===== src/bct_pkg.sv =====
// Package with opcodes, flag positions and cycle counts for the branch and bit-test unit.
package bct_pkg;
  localparam logic [7:0] OP_BRANCH_HALF_CARRY_CLEAR      = 8'h28;
  localparam logic [7:0] OP_BRANCH_HALF_CARRY_SET        = 8'h29;
  localparam logic [7:0] OP_BRANCH_UNSIGNED_GREATER      = 8'h22;
  localparam logic [7:0] OP_BRANCH_UNSIGNED_GREATER_EQUAL = 8'h24;
  localparam logic [7:0] OP_BRANCH_INT_PIN_HIGH          = 8'h2f;
  localparam logic [7:0] OP_BRANCH_INT_PIN_LOW           = 8'h2e;
  localparam logic [7:0] OP_BRANCH_SIGNED_LESS_EQUAL     = 8'h93;
  localparam logic [7:0] OP_BRANCH_UNSIGNED_LESS         = 8'h25;
  localparam logic [7:0] OP_BRANCH_UNSIGNED_LESS_EQUAL   = 8'h23;
  localparam logic [7:0] OP_BIT_IMM                      = 8'ha5;
  localparam logic [7:0] OP_BIT_DIR                      = 8'hb5;
  localparam logic [7:0] OP_BIT_EXT                      = 8'hc5;
  localparam logic [7:0] OP_BIT_IX2                      = 8'hd5;
  localparam logic [7:0] OP_BIT_IX1                      = 8'he5;
  localparam logic [7:0] OP_BIT_IX                       = 8'hf5;
  localparam logic [7:0] OP_PREFIX_STACK                 = 8'h9e;
  localparam logic [7:0] OP_BIT_SP2                      = 8'hd5;
  localparam logic [7:0] OP_BIT_SP1                      = 8'he5;
  // Flag positions inside the condition code register.
  localparam int FLAG_C = 0;
  localparam int FLAG_Z = 1;
  localparam int FLAG_N = 2;
  localparam int FLAG_I = 3;
  localparam int FLAG_H = 4;
  localparam int FLAG_V = 7;
  localparam logic [7:0]  CCR_RESET       = 8'h60;
  localparam logic [15:0] BRANCH_PC_STEP  = 16'h0002;
  localparam logic [2:0]  CYC_BRANCH      = 3'h3;
  localparam logic [2:0]  CYC_BIT_IMM     = 3'h2;
  localparam logic [2:0]  CYC_BIT_DIR     = 3'h3;
  localparam logic [2:0]  CYC_BIT_EXT     = 3'h4;
  localparam logic [2:0]  CYC_BIT_IX2     = 3'h4;
  localparam logic [2:0]  CYC_BIT_IX1     = 3'h3;
  localparam logic [2:0]  CYC_BIT_IX      = 3'h3;
  localparam logic [2:0]  CYC_BIT_SP2     = 3'h5;
  localparam logic [2:0]  CYC_BIT_SP1     = 3'h4;
endpackage


===== src/bct_cond.sv =====
// Branch condition evaluator for the relative branch group.
`timescale 1ns/100ps
module bct_cond (
  input  wire logic [7:0] i_opcode,
  input  wire logic [7:0] i_ccr,
  input  wire logic       i_int_pin,
  output logic            o_known,
  output logic            o_take
);
  import bct_pkg::*;

  wire c = i_ccr[FLAG_C];
  wire z = i_ccr[FLAG_Z];
  wire n = i_ccr[FLAG_N];
  wire h = i_ccr[FLAG_H];
  wire v = i_ccr[FLAG_V];

  always_comb begin
    o_known = 1'b1;
    o_take  = 1'b0;
    case (i_opcode)
      OP_BRANCH_HALF_CARRY_CLEAR:       o_take = ~h;
      OP_BRANCH_HALF_CARRY_SET:         o_take = h;
      OP_BRANCH_UNSIGNED_GREATER:       o_take = ~(c | z);
      OP_BRANCH_UNSIGNED_GREATER_EQUAL: o_take = ~c;
      OP_BRANCH_INT_PIN_HIGH:           o_take = i_int_pin;
      OP_BRANCH_INT_PIN_LOW:            o_take = ~i_int_pin;
      OP_BRANCH_SIGNED_LESS_EQUAL:      o_take = z | (n ^ v);
      OP_BRANCH_UNSIGNED_LESS:          o_take = c;
      OP_BRANCH_UNSIGNED_LESS_EQUAL:    o_take = c | z;
      default:                          o_known = 1'b0;
    endcase
  end
endmodule


===== src/bct_core.sv =====
// Execute unit for the conditional branches and the bit-test instruction.
`timescale 1ns/100ps
module bct_core (
  input  wire logic        i_clk,
  input  wire logic        i_rst,
  input  wire logic        i_start,
  input  wire logic        i_prefix,
  input  wire logic [7:0]  i_opcode,
  input  wire logic [15:0] i_op_addr,
  input  wire logic [7:0]  i_rel,
  input  wire logic [7:0]  i_acc,
  input  wire logic [7:0]  i_operand,
  input  wire logic        i_int_pin,
  input  wire logic        i_ccr_load,
  input  wire logic [7:0]  i_ccr_in,
  output logic             o_busy,
  output logic             o_done,
  output logic             o_illegal,
  output logic             o_pc_load,
  output logic [15:0]      o_pc,
  output logic [7:0]       o_ccr,
  output logic [7:0]       o_acc
);
  import bct_pkg::*;

  // ----------------------------------------------------------------
  // Decode
  // ----------------------------------------------------------------
  typedef enum logic [1:0] {
    ST_IDLE = 2'b01,
    ST_RUN  = 2'b10
  } state_t;

  function automatic logic [2:0] bit_cycles(input logic pfx, input logic [7:0] op);
    logic [2:0] cyc;
    cyc = 3'h0;
    if (pfx) begin
      case (op)
        OP_BIT_SP2: cyc = CYC_BIT_SP2;
        OP_BIT_SP1: cyc = CYC_BIT_SP1;
        default:    cyc = 3'h0;
      endcase
    end else begin
      case (op)
        OP_BIT_IMM: cyc = CYC_BIT_IMM;
        OP_BIT_DIR: cyc = CYC_BIT_DIR;
        OP_BIT_EXT: cyc = CYC_BIT_EXT;
        OP_BIT_IX2: cyc = CYC_BIT_IX2;
        OP_BIT_IX1: cyc = CYC_BIT_IX1;
        OP_BIT_IX:  cyc = CYC_BIT_IX;
        default:    cyc = 3'h0;
      endcase
    end
    return cyc;
  endfunction

  state_t      state_r;
  logic [2:0]  count_r;
  logic [7:0]  ccr_r;
  logic [15:0] pc_r;
  logic        pc_load_r;
  logic        done_r;
  logic        illegal_r;
  logic [7:0]  acc_r;
  logic        is_bit_r;
  logic [15:0] target_r;
  logic        take_r;
  logic [7:0]  result_r;

  wire         br_known;
  wire         br_take;

  bct_cond u_cond (
    .i_opcode  (i_opcode),
    .i_ccr     (ccr_r),
    .i_int_pin (i_int_pin),
    .o_known   (br_known),
    .o_take    (br_take)
  );

  wire [2:0]  bit_cyc    = bit_cycles(i_prefix, i_opcode);
  wire        is_bit     = (bit_cyc != 3'h0);
  wire        is_branch  = br_known & ~i_prefix;
  wire        accept     = i_start & (state_r == ST_IDLE);
  // Offset is sign extended before the add so backward branches wrap correctly.
  wire [15:0] target     = i_op_addr + BRANCH_PC_STEP + {{8{i_rel[7]}}, i_rel};
  wire [7:0]  and_result = i_acc & i_operand;
  wire        last       = (state_r == ST_RUN) && (count_r == 3'h1);

  // The bit-test flag image; H, I and C pass through untouched.
  wire [7:0]  bit_ccr = {1'b0, ccr_r[6:3], result_r[7], (result_r == 8'h00),
                         ccr_r[FLAG_C]};

  // ----------------------------------------------------------------
  // Sequencing
  // ----------------------------------------------------------------
  // Next values are formed here so that each flop block below stays short.
  wire        launch     = accept & (is_bit | is_branch);
  wire        reject     = accept & ~is_bit & ~is_branch;
  wire        finish_br  = last & ~is_bit_r;
  wire        finish_bit = last & is_bit_r;
  wire        idle       = (state_r == ST_IDLE);
  wire        jump       = finish_br & take_r;
  // Software loads are honoured only while idle, so they never meet an execute update.
  wire [7:0]  ccr_nxt    = finish_bit ? bit_ccr
                         : (i_ccr_load & idle) ? i_ccr_in : ccr_r;
  state_t     state_nxt;
  logic [2:0] count_nxt;

  always_comb begin
    state_nxt = state_r;
    count_nxt = count_r;
    case (state_r)
      ST_IDLE: begin
        if (launch) begin
          state_nxt = ST_RUN;
          // A branch costs three cycles taken or not.
          count_nxt = is_bit ? bit_cyc : CYC_BRANCH;
        end
      end
      ST_RUN: begin
        count_nxt = count_r - 3'h1;
        if (last) begin
          state_nxt = ST_IDLE;
        end
      end
      default: begin
        state_nxt = ST_IDLE;
        count_nxt = 3'h0;
      end
    endcase
  end

  // ----------------------------------------------------------------
  // State and operand capture
  // ----------------------------------------------------------------
  always_ff @(posedge i_clk) begin
    if (i_rst) begin
      state_r <= ST_IDLE;
      count_r <= 3'h0;
    end else begin
      state_r <= state_nxt;
      count_r <= count_nxt;
    end
  end

  // Operands are taken once at the accept edge; later input changes are ignored.
  always_ff @(posedge i_clk) begin
    if (i_rst) begin
      is_bit_r <= 1'b0;
      target_r <= 16'h0000;
      take_r   <= 1'b0;
      result_r <= 8'h00;
    end else if (launch) begin
      is_bit_r <= is_bit;
      target_r <= target;
      take_r   <= br_take;
      result_r <= and_result;
    end
  end

  // ----------------------------------------------------------------
  // Results
  // ----------------------------------------------------------------
  always_ff @(posedge i_clk) begin
    if (i_rst) begin
      illegal_r <= 1'b0;
    end else begin
      illegal_r <= reject;
    end
  end

  always_ff @(posedge i_clk) begin
    if (i_rst) begin
      pc_load_r <= 1'b0;
      done_r    <= 1'b0;
    end else begin
      pc_load_r <= jump;
      done_r    <= last;
    end
  end

  always_ff @(posedge i_clk) begin
    if (i_rst) begin
      pc_r <= 16'h0000;
    end else if (jump) begin
      pc_r <= target_r;
    end
  end

  always_ff @(posedge i_clk) begin
    if (i_rst) begin
      ccr_r <= CCR_RESET;
    end else begin
      ccr_r <= ccr_nxt;
    end
  end

  // Accumulator is only mirrored; bit-test never writes it.
  always_ff @(posedge i_clk) begin
    if (i_rst) begin
      acc_r <= 8'h00;
    end else if (idle) begin
      acc_r <= i_acc;
    end
  end

  // ----------------------------------------------------------------
  // Outputs
  // ----------------------------------------------------------------
  // The one-hot run bit is itself a flop, so busy needs no decode gate.
  assign o_busy    = state_r[1];
  assign o_done    = done_r;
  assign o_illegal = illegal_r;
  assign o_pc_load = pc_load_r;
  assign o_pc      = pc_r;
  assign o_ccr     = ccr_r;
  assign o_acc     = acc_r;
endmodule


===== config.mk =====
export PLATFORM = sky130hd
export DESIGN_NAME = bct_core
export DESIGN_NICKNAME = d
export VERILOG_FILES = /design/src/bct_pkg.sv /design/src/bct_cond.sv /design/src/bct_core.sv
export SDC_FILE = /design/constraint.sdc
export NUM_CORES = 1
export LEC_CHECK = 0
export BUFFER_PORTS_ARGS = -buffer_cell sky130_fd_sc_hd__buf_2
export CAP_MARGIN = 20
export CORE_ASPECT_RATIO = 1.5
export CORE_MARGIN = 3
export CORE_UTILIZATION = 40
export CTS_CLUSTER_SIZE = 14
export DETAILED_ROUTE_END_ITERATION = 7
export GPL_ROUTABILITY_DRIVEN = 0
export GPL_TIMING_DRIVEN = 0
export PLACE_DENSITY = 0.59
export SETUP_SLACK_MARGIN = 0.3
export SLEW_MARGIN = 5
export SYNTH_ARGS = -nofsm -noshare
export SYNTH_HDL_FRONTEND = slang
export SYNTH_SLANG_ARGS = --single-unit

===== constraint.sdc =====
create_clock -name i_clk -period 2.95 [get_ports i_clk]
set_input_delay 0.4425 -clock i_clk [delete_from_list [all_inputs] [get_ports i_clk]]
set_output_delay 0.4425 -clock i_clk [all_outputs]
set_load 0.05 [all_outputs]

Word-level counts from Yosys, hierarchy flattened
Cells that the tools add are included.
{"block": "word_totals", "out_inout_bits": 36, "input_bits": 62, "wordCells": 83, "ff_bits": 66}
{"block": "op_classes", "n_bitwise": 23, "add_sub_neg": 3, "n_reduce_logical": 10, "mux": 13, "n_eq_ne": 20}
{"cell": "equality test 8 x 6 -> 1 bit (second input constant)", "count": 8}
{"cell": "equality test 8 bit (second input constant)", "count": 7}
{"cell": "adder 16 bit", "count": 1}
{"cell": "adder 16 x 2 -> 16 bit (second input constant)", "count": 1}
{"cell": "two-way mux 3 bit", "count": 5}
{"cell": "one-hot mux 3 bit (2 select lines)", "count": 2}
{"cell": "bitwise AND 1 bit", "count": 9}
{"cell": "NOT 1 bit", "count": 9}
{"cell": "one-hot mux 1 bit (9 select lines)", "count": 1}
{"cell": "one-hot mux 3 bit (3 select lines)", "count": 1}
{"cell": "OR reduction 9 bit", "count": 1}
{"cell": "bitwise AND 8 bit", "count": 1}
{"cell": "logical NOT 8 bit", "count": 1}
{"cell": "two-way mux 2 bit", "count": 2}
{"cell": "!= test 2 bit (second input constant)", "count": 2}
{"cell": "one-hot mux 2 bit (2 select lines)", "count": 1}
{"cell": "AND reduction 2 bit", "count": 2}
{"cell": "OR reduction 2 bit", "count": 2}
{"cell": "equality test 3 x 1 -> 1 bit (second input constant)", "count": 1}
{"cell": "bitwise OR 1 bit", "count": 3}
{"cell": "nonzero test 3 bit", "count": 1}
{"cell": "OR reduction 3 bit", "count": 1}
{"cell": "subtractor 3 x 1 -> 3 bit (second input constant)", "count": 1}
{"cell": "equality test 2 x 1 -> 1 bit (second input constant)", "count": 1}
{"cell": "5 further kinds", "count": 5}

Depth between registers and ports, before layout
Gate-level depths: netlist of the first run.
{"block": "logic_depth", "depth_word": 9, "mapped_depth": 12, "mapped_depth_nobuf": 12}

Cells and area by module
A second synthesis of the first run with hierarchy kept.
{"block": "hier_totals", "hier_cells": 430, "hier_area_um2": 3704.8}
{"module": "bct_core", "instances": 1, "area_per_inst_um2": 3519.6, "cells_each": 405}
{"module": "bct_cond", "instances": 1, "area_per_inst_um2": 185.2, "cells_each": 25}

Worst setup path before layout of the first run
No wires, ideal clock.
{"block": "synth_path", "kind": "input to register", "start": "in i_op_addr[1]", "end": "reg target_r[15]", "cell_stages": 12, "setup_time_ps": 122, "slack_ps": 475, "path_buffers": 0, "arrival_time_ps": 2353, "cell_sequence": "inv_1 > ha_1 > inv_1 > ha_1 > inv_1 > fa_1 > nor2b_1 > o31ai_1 > a21oi_1 > o32ai_1 > nor3_1 > a311o_1"}
{"block": "synth_via", "elab_chain_cells": 2}
{"item": "from (decl)", "line_no": "bct_core.sv:9", "source": "input wire logic [15:0] i_op_addr,"}
{"item": "adder 16 x 2 -> 16 bit", "line_no": "bct_core.sv:86", "source": "wire [15:0] target = i_op_addr + BRANCH_PC_STEP + {{8{i_rel[7]}}, i_rel};"}
{"item": "adder 16 bit", "line_no": "bct_core.sv:86"}
{"item": "to (signal assigned)", "line_no": "bct_core.sv:156", "source": "target_r <= target;"}
{"item": "to (decl)", "line_no": "bct_core.sv:66", "source": "logic [15:0] target_r;"}
No other way between the ends.
A chain may end at the register's enable or synchronous reset.

Worst setup path in the final report of the first run
{"block": "layout_path", "start": "in i_rel[7]", "end": "reg target_r[15]"}
{"block": "layout_via", "elab_chain_cells": 1}
{"item": "from (decl)", "line_no": "bct_core.sv:10", "source": "input wire logic [7:0] i_rel,"}
{"item": "adder 16 bit", "line_no": "bct_core.sv:86"}
No other way between the ends.

==> out/metrics.csv, run 1 <==
metric,value,unit
HP Class,in -> reg,
Final HPWL DP,7.18,mm
PnR worst setup slack,0.429,ns
Slew Limit Fails,0,
largest net degree at the start of global routing,12,
drt via density,5.29,
Rel. slew slack,49.7,%
fmax,397,MHz
DRT iter0 DRCs,131,
num ports,98,
total gr overflow,0,
most frequent cells in the layout,"98 x buf_2, 66 x dfxtp_1, 43 x nor2_1, 37 x nand2_1, 36 x a21oi_1",
Max H-tree Level,3,
Post-Place Cells,624,
Clock Latency Late Sink,0.33,ns
DP Worst Slack,-0.152,ns
die width,84.8,microns
"Core Util, Final",52.3,%
leak pwr,2.10,nW
CP Max Fanout,9,
share of layout cells above drive strength 1,24.9,%
Final nets,621,
number of cell rows,42,
"most common cell after layout, fill and taps aside",buf_2,
Syn Inst Count,422,
top_reg_cell synth,dfxtp_1,
IO buf count,92,
register bit total from synthesis,66,
crit path kind,in -> reg,
Final Setup Violations,0,
CP arrival,2.74,ns
Starting Density,41.7,%
CTS Buf Count,9,
Syn-to-layout area delta,25.5,%
syn nets,518,
Ys Warns,0,
Final Hold Fails,0,
Final Cycle Share,85.5,%
Critical Path RT,3.17,ns
initial antenna violation count,0,
GRT Overall Usage,18.2,%
via count,3387,
Worst setup EP type,flop,
Yosys cell types,59,
Syn Std Cell Area,3730,sq um
Slew @ Worst Pin,0.751,ns
async set-reset flop share out of synthesis,0,%
"area leader, netlist",dfxtp_1,
Post-synth EDFFs,0,
Core Area,8930,sq um
Layout fillers,907,
Min Hold Slack,0.337,ns
Wirelength per Cell,14.8,microns
"Avg Cell Area, Syn",8.83,sq um
maxcap violations,0,
Final Non-Filler Cells,640,
DRT Pass-1 Iters,4,
Final min period,2.52,ns
first-pass GRT wire length,15.6,mm
chip height,124,microns
PD cells,549,nW/um^2
DIE AREA,10500,sq um
status,finished clean,
post-synthesis sequential area ratio,35.5,%
Antenna Diode Count,0,
Routed WL,9.47,mm
ANT nets after route,0,
CTS tree,yes,
maximum vdd ir drop,0.424,mV
Area contributors post-synth,"dfxtp_1 35%, ha_1 11%, mux2i_1 7.8%, a21oi_1 5.0%, nor2_1 4.3%",
vias in the first global route,3381,
Setup Skew,0.00836,ns
# DRC,0,
RSZ-0062 raised after global routing,no,
startpoint types,input pin,
Longest Clk Path Bufs,2,
Root Driver,clkbuf_16,
clock-pin slew on the worst setup and hold paths,0.06,ns
TritonCTS Sinks,66,
top cell type's share of synthesized area,35.5,%
worst paths after layout:
| path | startpoint | endpoint | slack, ns | cells after the start |
|---|---|---|---|---|
| min | i_ccr_in[5] | o_ccr[5]$_SDFFE_PP1P_ | 0.34 | 3 |
| max reg2reg | state_r[1]$_SDFFE_PP0P_ | o_pc[11]$_SDFFE_PP0P_ | 0.63 | 6 |
| max | i_rel[7] | target_r[15]$_SDFFE_PP0P_ | 0.43 | 8 |
| min reg2reg | target_r[13]$_SDFFE_PP0P_ | target_r[13]$_SDFFE_PP0P_ | 0.45 | 2 |
report_power, final:
| part | leakage (nW) | internal (mW) | switching (mW) | total [mW] |
|---|---|---|---|---|
| clock network | 0.160 | 0.824 | 0.373 | 1.20 |
| registers | 0.536 | 0.913 | 0.0131 | 0.926 |
| logic | 1.40 | 0.180 | 0.263 | 0.443 |
sequential cells by signal, indices dropped and copies added, names as in the netlist:
signal / flops
count_r: 3
is_bit_r: 1
o_acc: 8
o_ccr: 8
o_done: 1
o_illegal: 1
o_pc: 16
o_pc_load: 1
result_r: 8
state_r: 2
take_r: 1
target_r: 16
per-layer routing:
layer  track usage, %  up-vias  wire length (microns)  share of wire [%]
li1                 -     1725                      -                  -
met1             20.6     1554                   3950                 42
met2             32.9       98                   4870                 51
met3             3.45       10                    469                5.0
met4             6.99        0                    174                1.8
met5                0        -                      0                  0
metrics by stage:
step / cell area (sq um) / power, mW / TNS (ns)
finish: 4680 / 2.56 / 0
floorplan: 3730 / 1.25 / 0
CTS: 4670 / 2.59 / 0
global route: 4680 / 2.68 / 0
global placement: 4320 / 1.37 / -0.0665
detailed placement: 4320 / 1.38 / -0.152
worst max-delay path, cell delays in order:
cell and delay, ns:
buf_2 0.16, ha_1 0.29, ha_1 0.38, a2111oi_2 0.55
a21oi_2 0.17, o32ai_2 0.37, nor3_1 0.10, a311o_1 0.27
area by class of cell:
type / count / area (sq um) / area share [%]
clock buffer: 11 / 233 / 4.98
timing repair buffer: 92 / 460 / 9.85
multi-input combinational: 318 / 2230 / 47.7
buffer: 25 / 143 / 3.05
tap: 110 / 138 / 2.94
inverter: 13 / 48.8 / 1.04
sequential: 66 / 1320 / 28.3
clock inverter: 5 / 103 / 2.19
synth_stat cells (5+ instances only):
master / n
nor2b_1: 5
inv_1: 13
nand2_1: 37
nor2_1: 43
nand3_1: 18
o21ai_0: 10
a21oi_1: 37
clkbuf_1: 8
nor3_1: 9
mux2i_1: 29
a21o_1: 5
buf_4: 5
nand3b_1: 5
dfxtp_1: 66
a211o_1: 5
buf_2: 6
xnor2_1: 9
ha_1: 33
a211oi_1: 5
what timing repair did:
item                       in CTS  in global routing
hold buffers                    0                  0
resized for setup               2                  1
setup endpoints to repair       1                  1
setup buffers                   0                  0
gates cloned                    0                  0
kinds of logic (layout without fill, tap and decap cells):
kind of cell             count (synthesis)  count (layout)  share of synthesized area [%]
flip-flops                              66              66                           35.5
adder cells (fa/ha/maj)                 34              34                           11.6
multiplexers                            30              30                           8.09
AO/OA/AOI/OAI                           96              96                           17.5
buffers and inverters                   38             146                           5.14
XOR/XNOR                                13              13                           3.06
AND/OR/NAND/NOR                        145             145                           19.1
Note: power is estimated with default switching activity, not from simulation.
==> run 2: changes to the inputs <==
--- a/config.mk
+++ b/config.mk
@@ -6,8 +6,8 @@
 export NUM_CORES = 1
 export LEC_CHECK = 0
+export ABC_AREA = 1
 export BUFFER_PORTS_ARGS = -buffer_cell sky130_fd_sc_hd__buf_2
 export CAP_MARGIN = 20
 export CORE_ASPECT_RATIO = 1.5
-export CORE_MARGIN = 3
 export CORE_UTILIZATION = 40
 export CTS_CLUSTER_SIZE = 14
==> constraint.sdc (replaced) <==
create_clock -name i_clk -period 2.95 [get_ports i_clk]
set_input_delay 0.59 -clock i_clk [delete_from_list [all_inputs] [get_ports i_clk]]
set_output_delay 0.59 -clock i_clk [all_outputs]
set_load 0.05 [all_outputs]
==> run 2 against run 1 <==
Effect of this change:
- sequential share of layout area decreased by 0.34 points
- combinational power rose to 2.5 times the previous value
- maximum frequency grew 4.4%
- global-route usage grew 2.4 points
- critical endpoint is now target_r[9]$_SDFFE_PP0P_
==> out/metrics.csv, run 2 <==
metric,value,unit
number of cell rows,43,
Final nets,715,
Final Setup Violations,0,
drt via density,4.96,
WL met3,366,microns
share of layout cells above drive strength 1,24.0,%
"most common cell after layout, fill and taps aside",buf_2,
Slowest cell on crit path,fa_1,
DRT Pass-1 Iters,6,
Critical Path RT,3.20,ns
initial antenna violation count,0,
Final Non-Filler Cells,736,
async set-reset flop share out of synthesis,0,%
Max H-tree Level,3,
via count,3650,
maximum vdd ir drop,0.320,mV
IO buf count,96,
maxcap violations,0,
most frequent cells in the layout,"98 x buf_2, 82 x nand2_1, 66 x dfxtp_1, 65 x nor2_1, 54 x inv_1",
Antenna Diode Count,0,
CTS tree,yes,
Slew @ Worst Pin,0.576,ns
Met1 Routed Length,3.77,mm
crit path kind,in -> reg,
syn nets,607,
Ys Warns,0,
largest net degree at the start of global routing,11,
Routed WL,9.51,mm
GRT Overall Usage,20.5,%
vias in the first global route,3594,
register bit total from synthesis,66,
first-pass GRT wire length,15.5,mm
crit path launch,i_op_addr[1],
crit path to,target_r[9]$_SDFFE_PP0P_,
CTS Buf Count,9,
RSZ-0062 raised after global routing,no,
R2R Setup Slk,0.86,ns
DR top layer,met4,
sequential cell area,1320,sq um
leak pwr,2.40,nW
PD cells,701,nW/um^2
Final min period,2.42,ns
area of the multi-input gates,2120,sq um
Syn Std Cell Area,3780,sq um
Final HPWL DP,7.49,mm
Core Area,9200,sq um
Syn-to-layout area delta,25.1,%
Clock Latency Late Sink,0.32,ns
most frequent cells after synthesis,"82 x nand2_1, 66 x dfxtp_1, 65 x nor2_1",
num ports,98,
DIE AREA,9860,sq um
Syn Inst Count,511,
startpoint types,input pin,
clock-pin slew on the worst setup and hold paths,0.05,ns
crit-path cells,"buf_2, inv_1, ha_1, inv_1, ha_1, inv_1, fa_1, inv_1, nand3_1, nand2_1, a21oi_2, o21ai_1, buf_4, xor2_1, o21ai_0, a21oi_1",
die width,81.4,microns
TritonCTS Sinks,66,
chip height,121,microns
most frequent cell after synthesis,nand2_1,
# DRC,0,
HP Class,reg -> reg,
Area contributors post-synth,"dfxtp_1 35%, ha_1 11%, nand2_1 8.1%, nor2_1 6.4%, a21oi_1 6.2%",
Crit Reg-Reg Startpoint,state_r[0]$_SDFFE_PP1P_,
DR WL met2,5.26,mm
Hold Path Cell Cnt,2,
"Avg Cell Area, Syn",7.40,sq um
R2R Path End,o_pc[8]$_SDFFE_PP0P_,
Starting Density,41.1,%
Final Cycle Share,81.9,%
Yosys cell types,41,
Final Hold Fails,0,
fmax,414,MHz
CP max stage delay,0.39,ns
CP arrival,2.67,ns
ANT nets after route,0,
Post-synth EDFFs,0,
Rel. slew slack,61.6,%
worst reg2reg path depth,9,
CP Max Fanout,4,
post-synthesis sequential area ratio,34.9,%
Wirelength per Cell,12.9,microns
top cell type's share of synthesized area,34.9,%
Post-Route Setup TNS,0,ns
Layout fillers,947,
Post-Place Cells,719,
"area leader, netlist",dfxtp_1,
Worst setup EP type,flop,
Setup Skew,0.00394,ns
Slew Limit Fails,0,
Root Driver,clkbuf_16,
status,finished clean,
total gr overflow,0,
"most used cell, CP",inv_1,
top_reg_cell synth,dfxtp_1,
Longest Clk Path Bufs,2,
DRT iter0 DRCs,150,
-- run 2: how the worst min path moves through the flow --
| stage | from | endpoint | slack [ns] |
|---|---|---|---|
| after global placement | target_r[6]$_SDFFE_PP0P_ | target_r[6]$_SDFFE_PP0P_ | 0.44 |
| after detailed placement | target_r[7]$_SDFFE_PP0P_ | o_pc[7]$_SDFFE_PP0P_ | 0.45 |
| after CTS | target_r[7]$_SDFFE_PP0P_ | o_pc[7]$_SDFFE_PP0P_ | 0.45 |
| after global routing | target_r[4]$_SDFFE_PP0P_ | o_pc[4]$_SDFFE_PP0P_ | 0.48 |
| after floorplan | target_r[4]$_SDFFE_PP0P_ | o_pc[4]$_SDFFE_PP0P_ | 0.43 |
| final | target_r[9]$_SDFFE_PP0P_ | target_r[9]$_SDFFE_PP0P_ | 0.45 |
-- run 2: kinds of logic after synthesis --
| kind of cell | count (synthesis) | synth area share [%] |
|---|---|---|
| DFF | 66 | 34.9 |
| adders and majority gates | 34 | 11.4 |
| xor gates and xnor gates | 14 | 3.24 |
| AOI/OAI and AO/OA | 117 | 17.1 |
| buffers and inverters | 79 | 9.26 |
| and+or+nand+nor | 201 | 24.0 |
-- run 2: final cells by class --
class	count	share of cell area [%]
multi-input combinational	366	44.7
sequential	66	27.9
timing repair buffer	97	10.3
clock buffer	15	6.08
inverter	58	4.65
tap	112	2.96
buffer	21	2.75
clock inverter	1	0.634
-- run 2: metal layers --
| metal | vias to the layer above | GRT usage (%) |
|---|---|---|
| met3 | 8 | 4.06 |
| met5 | - | 0 |
| li1 | 1884 | - |
| met2 | 76 | 39.2 |
| met1 | 1682 | 20.9 |
| met4 | 0 | 8.04 |
-- run 2: power by group --
| group | internal (mW) | leakage [nW] | switching, mW |
|---|---|---|---|
| Combinational | 0.363 | 1.70 | 0.754 |
| Clock | 0.747 | 0.156 | 0.359 |
| Sequential | 1.02 | 0.539 | 0.0703 |
| Total | 2.13 | 2.40 | 1.18 |
-- run 2: worst max-delay path, delay by kind of cell --
kind                     cells  cell delay [ns]
adder cells (fa/ha/maj)      3             0.83
AO/OA/AOI/OAI                4             0.50
buffers and inverters        6             0.43
AND/OR/NAND/NOR              2             0.18
XOR/XNOR                     1             0.14
-- run 2: per-stage QoR --
step / hold WS, ns / area (sq um) / utilization, % / total power [mW] / worst slack, ns
floorplan: 0.430 / 3780 / - / 1.94 / 0.389
global placement: 0.438 / 4400 / 47.9 / 2.21 / 0.0322
detailed placement: 0.445 / 4400 / 47.9 / 2.22 / 0.0288
CTS: 0.453 / 4720 / 51.3 / 3.34 / 0.366
global route: 0.475 / 4730 / 51.4 / 3.51 / 0.287
finish: 0.452 / 4730 / 51.4 / 3.32 / 0.535
-- run 2: what timing repair did --
item / CTS / global route
setup buffers: 0 / 1
gates resized for setup: 0 / 2
hold buffers: 0 / 0
endpoints found under the setup margin: 0 / 2
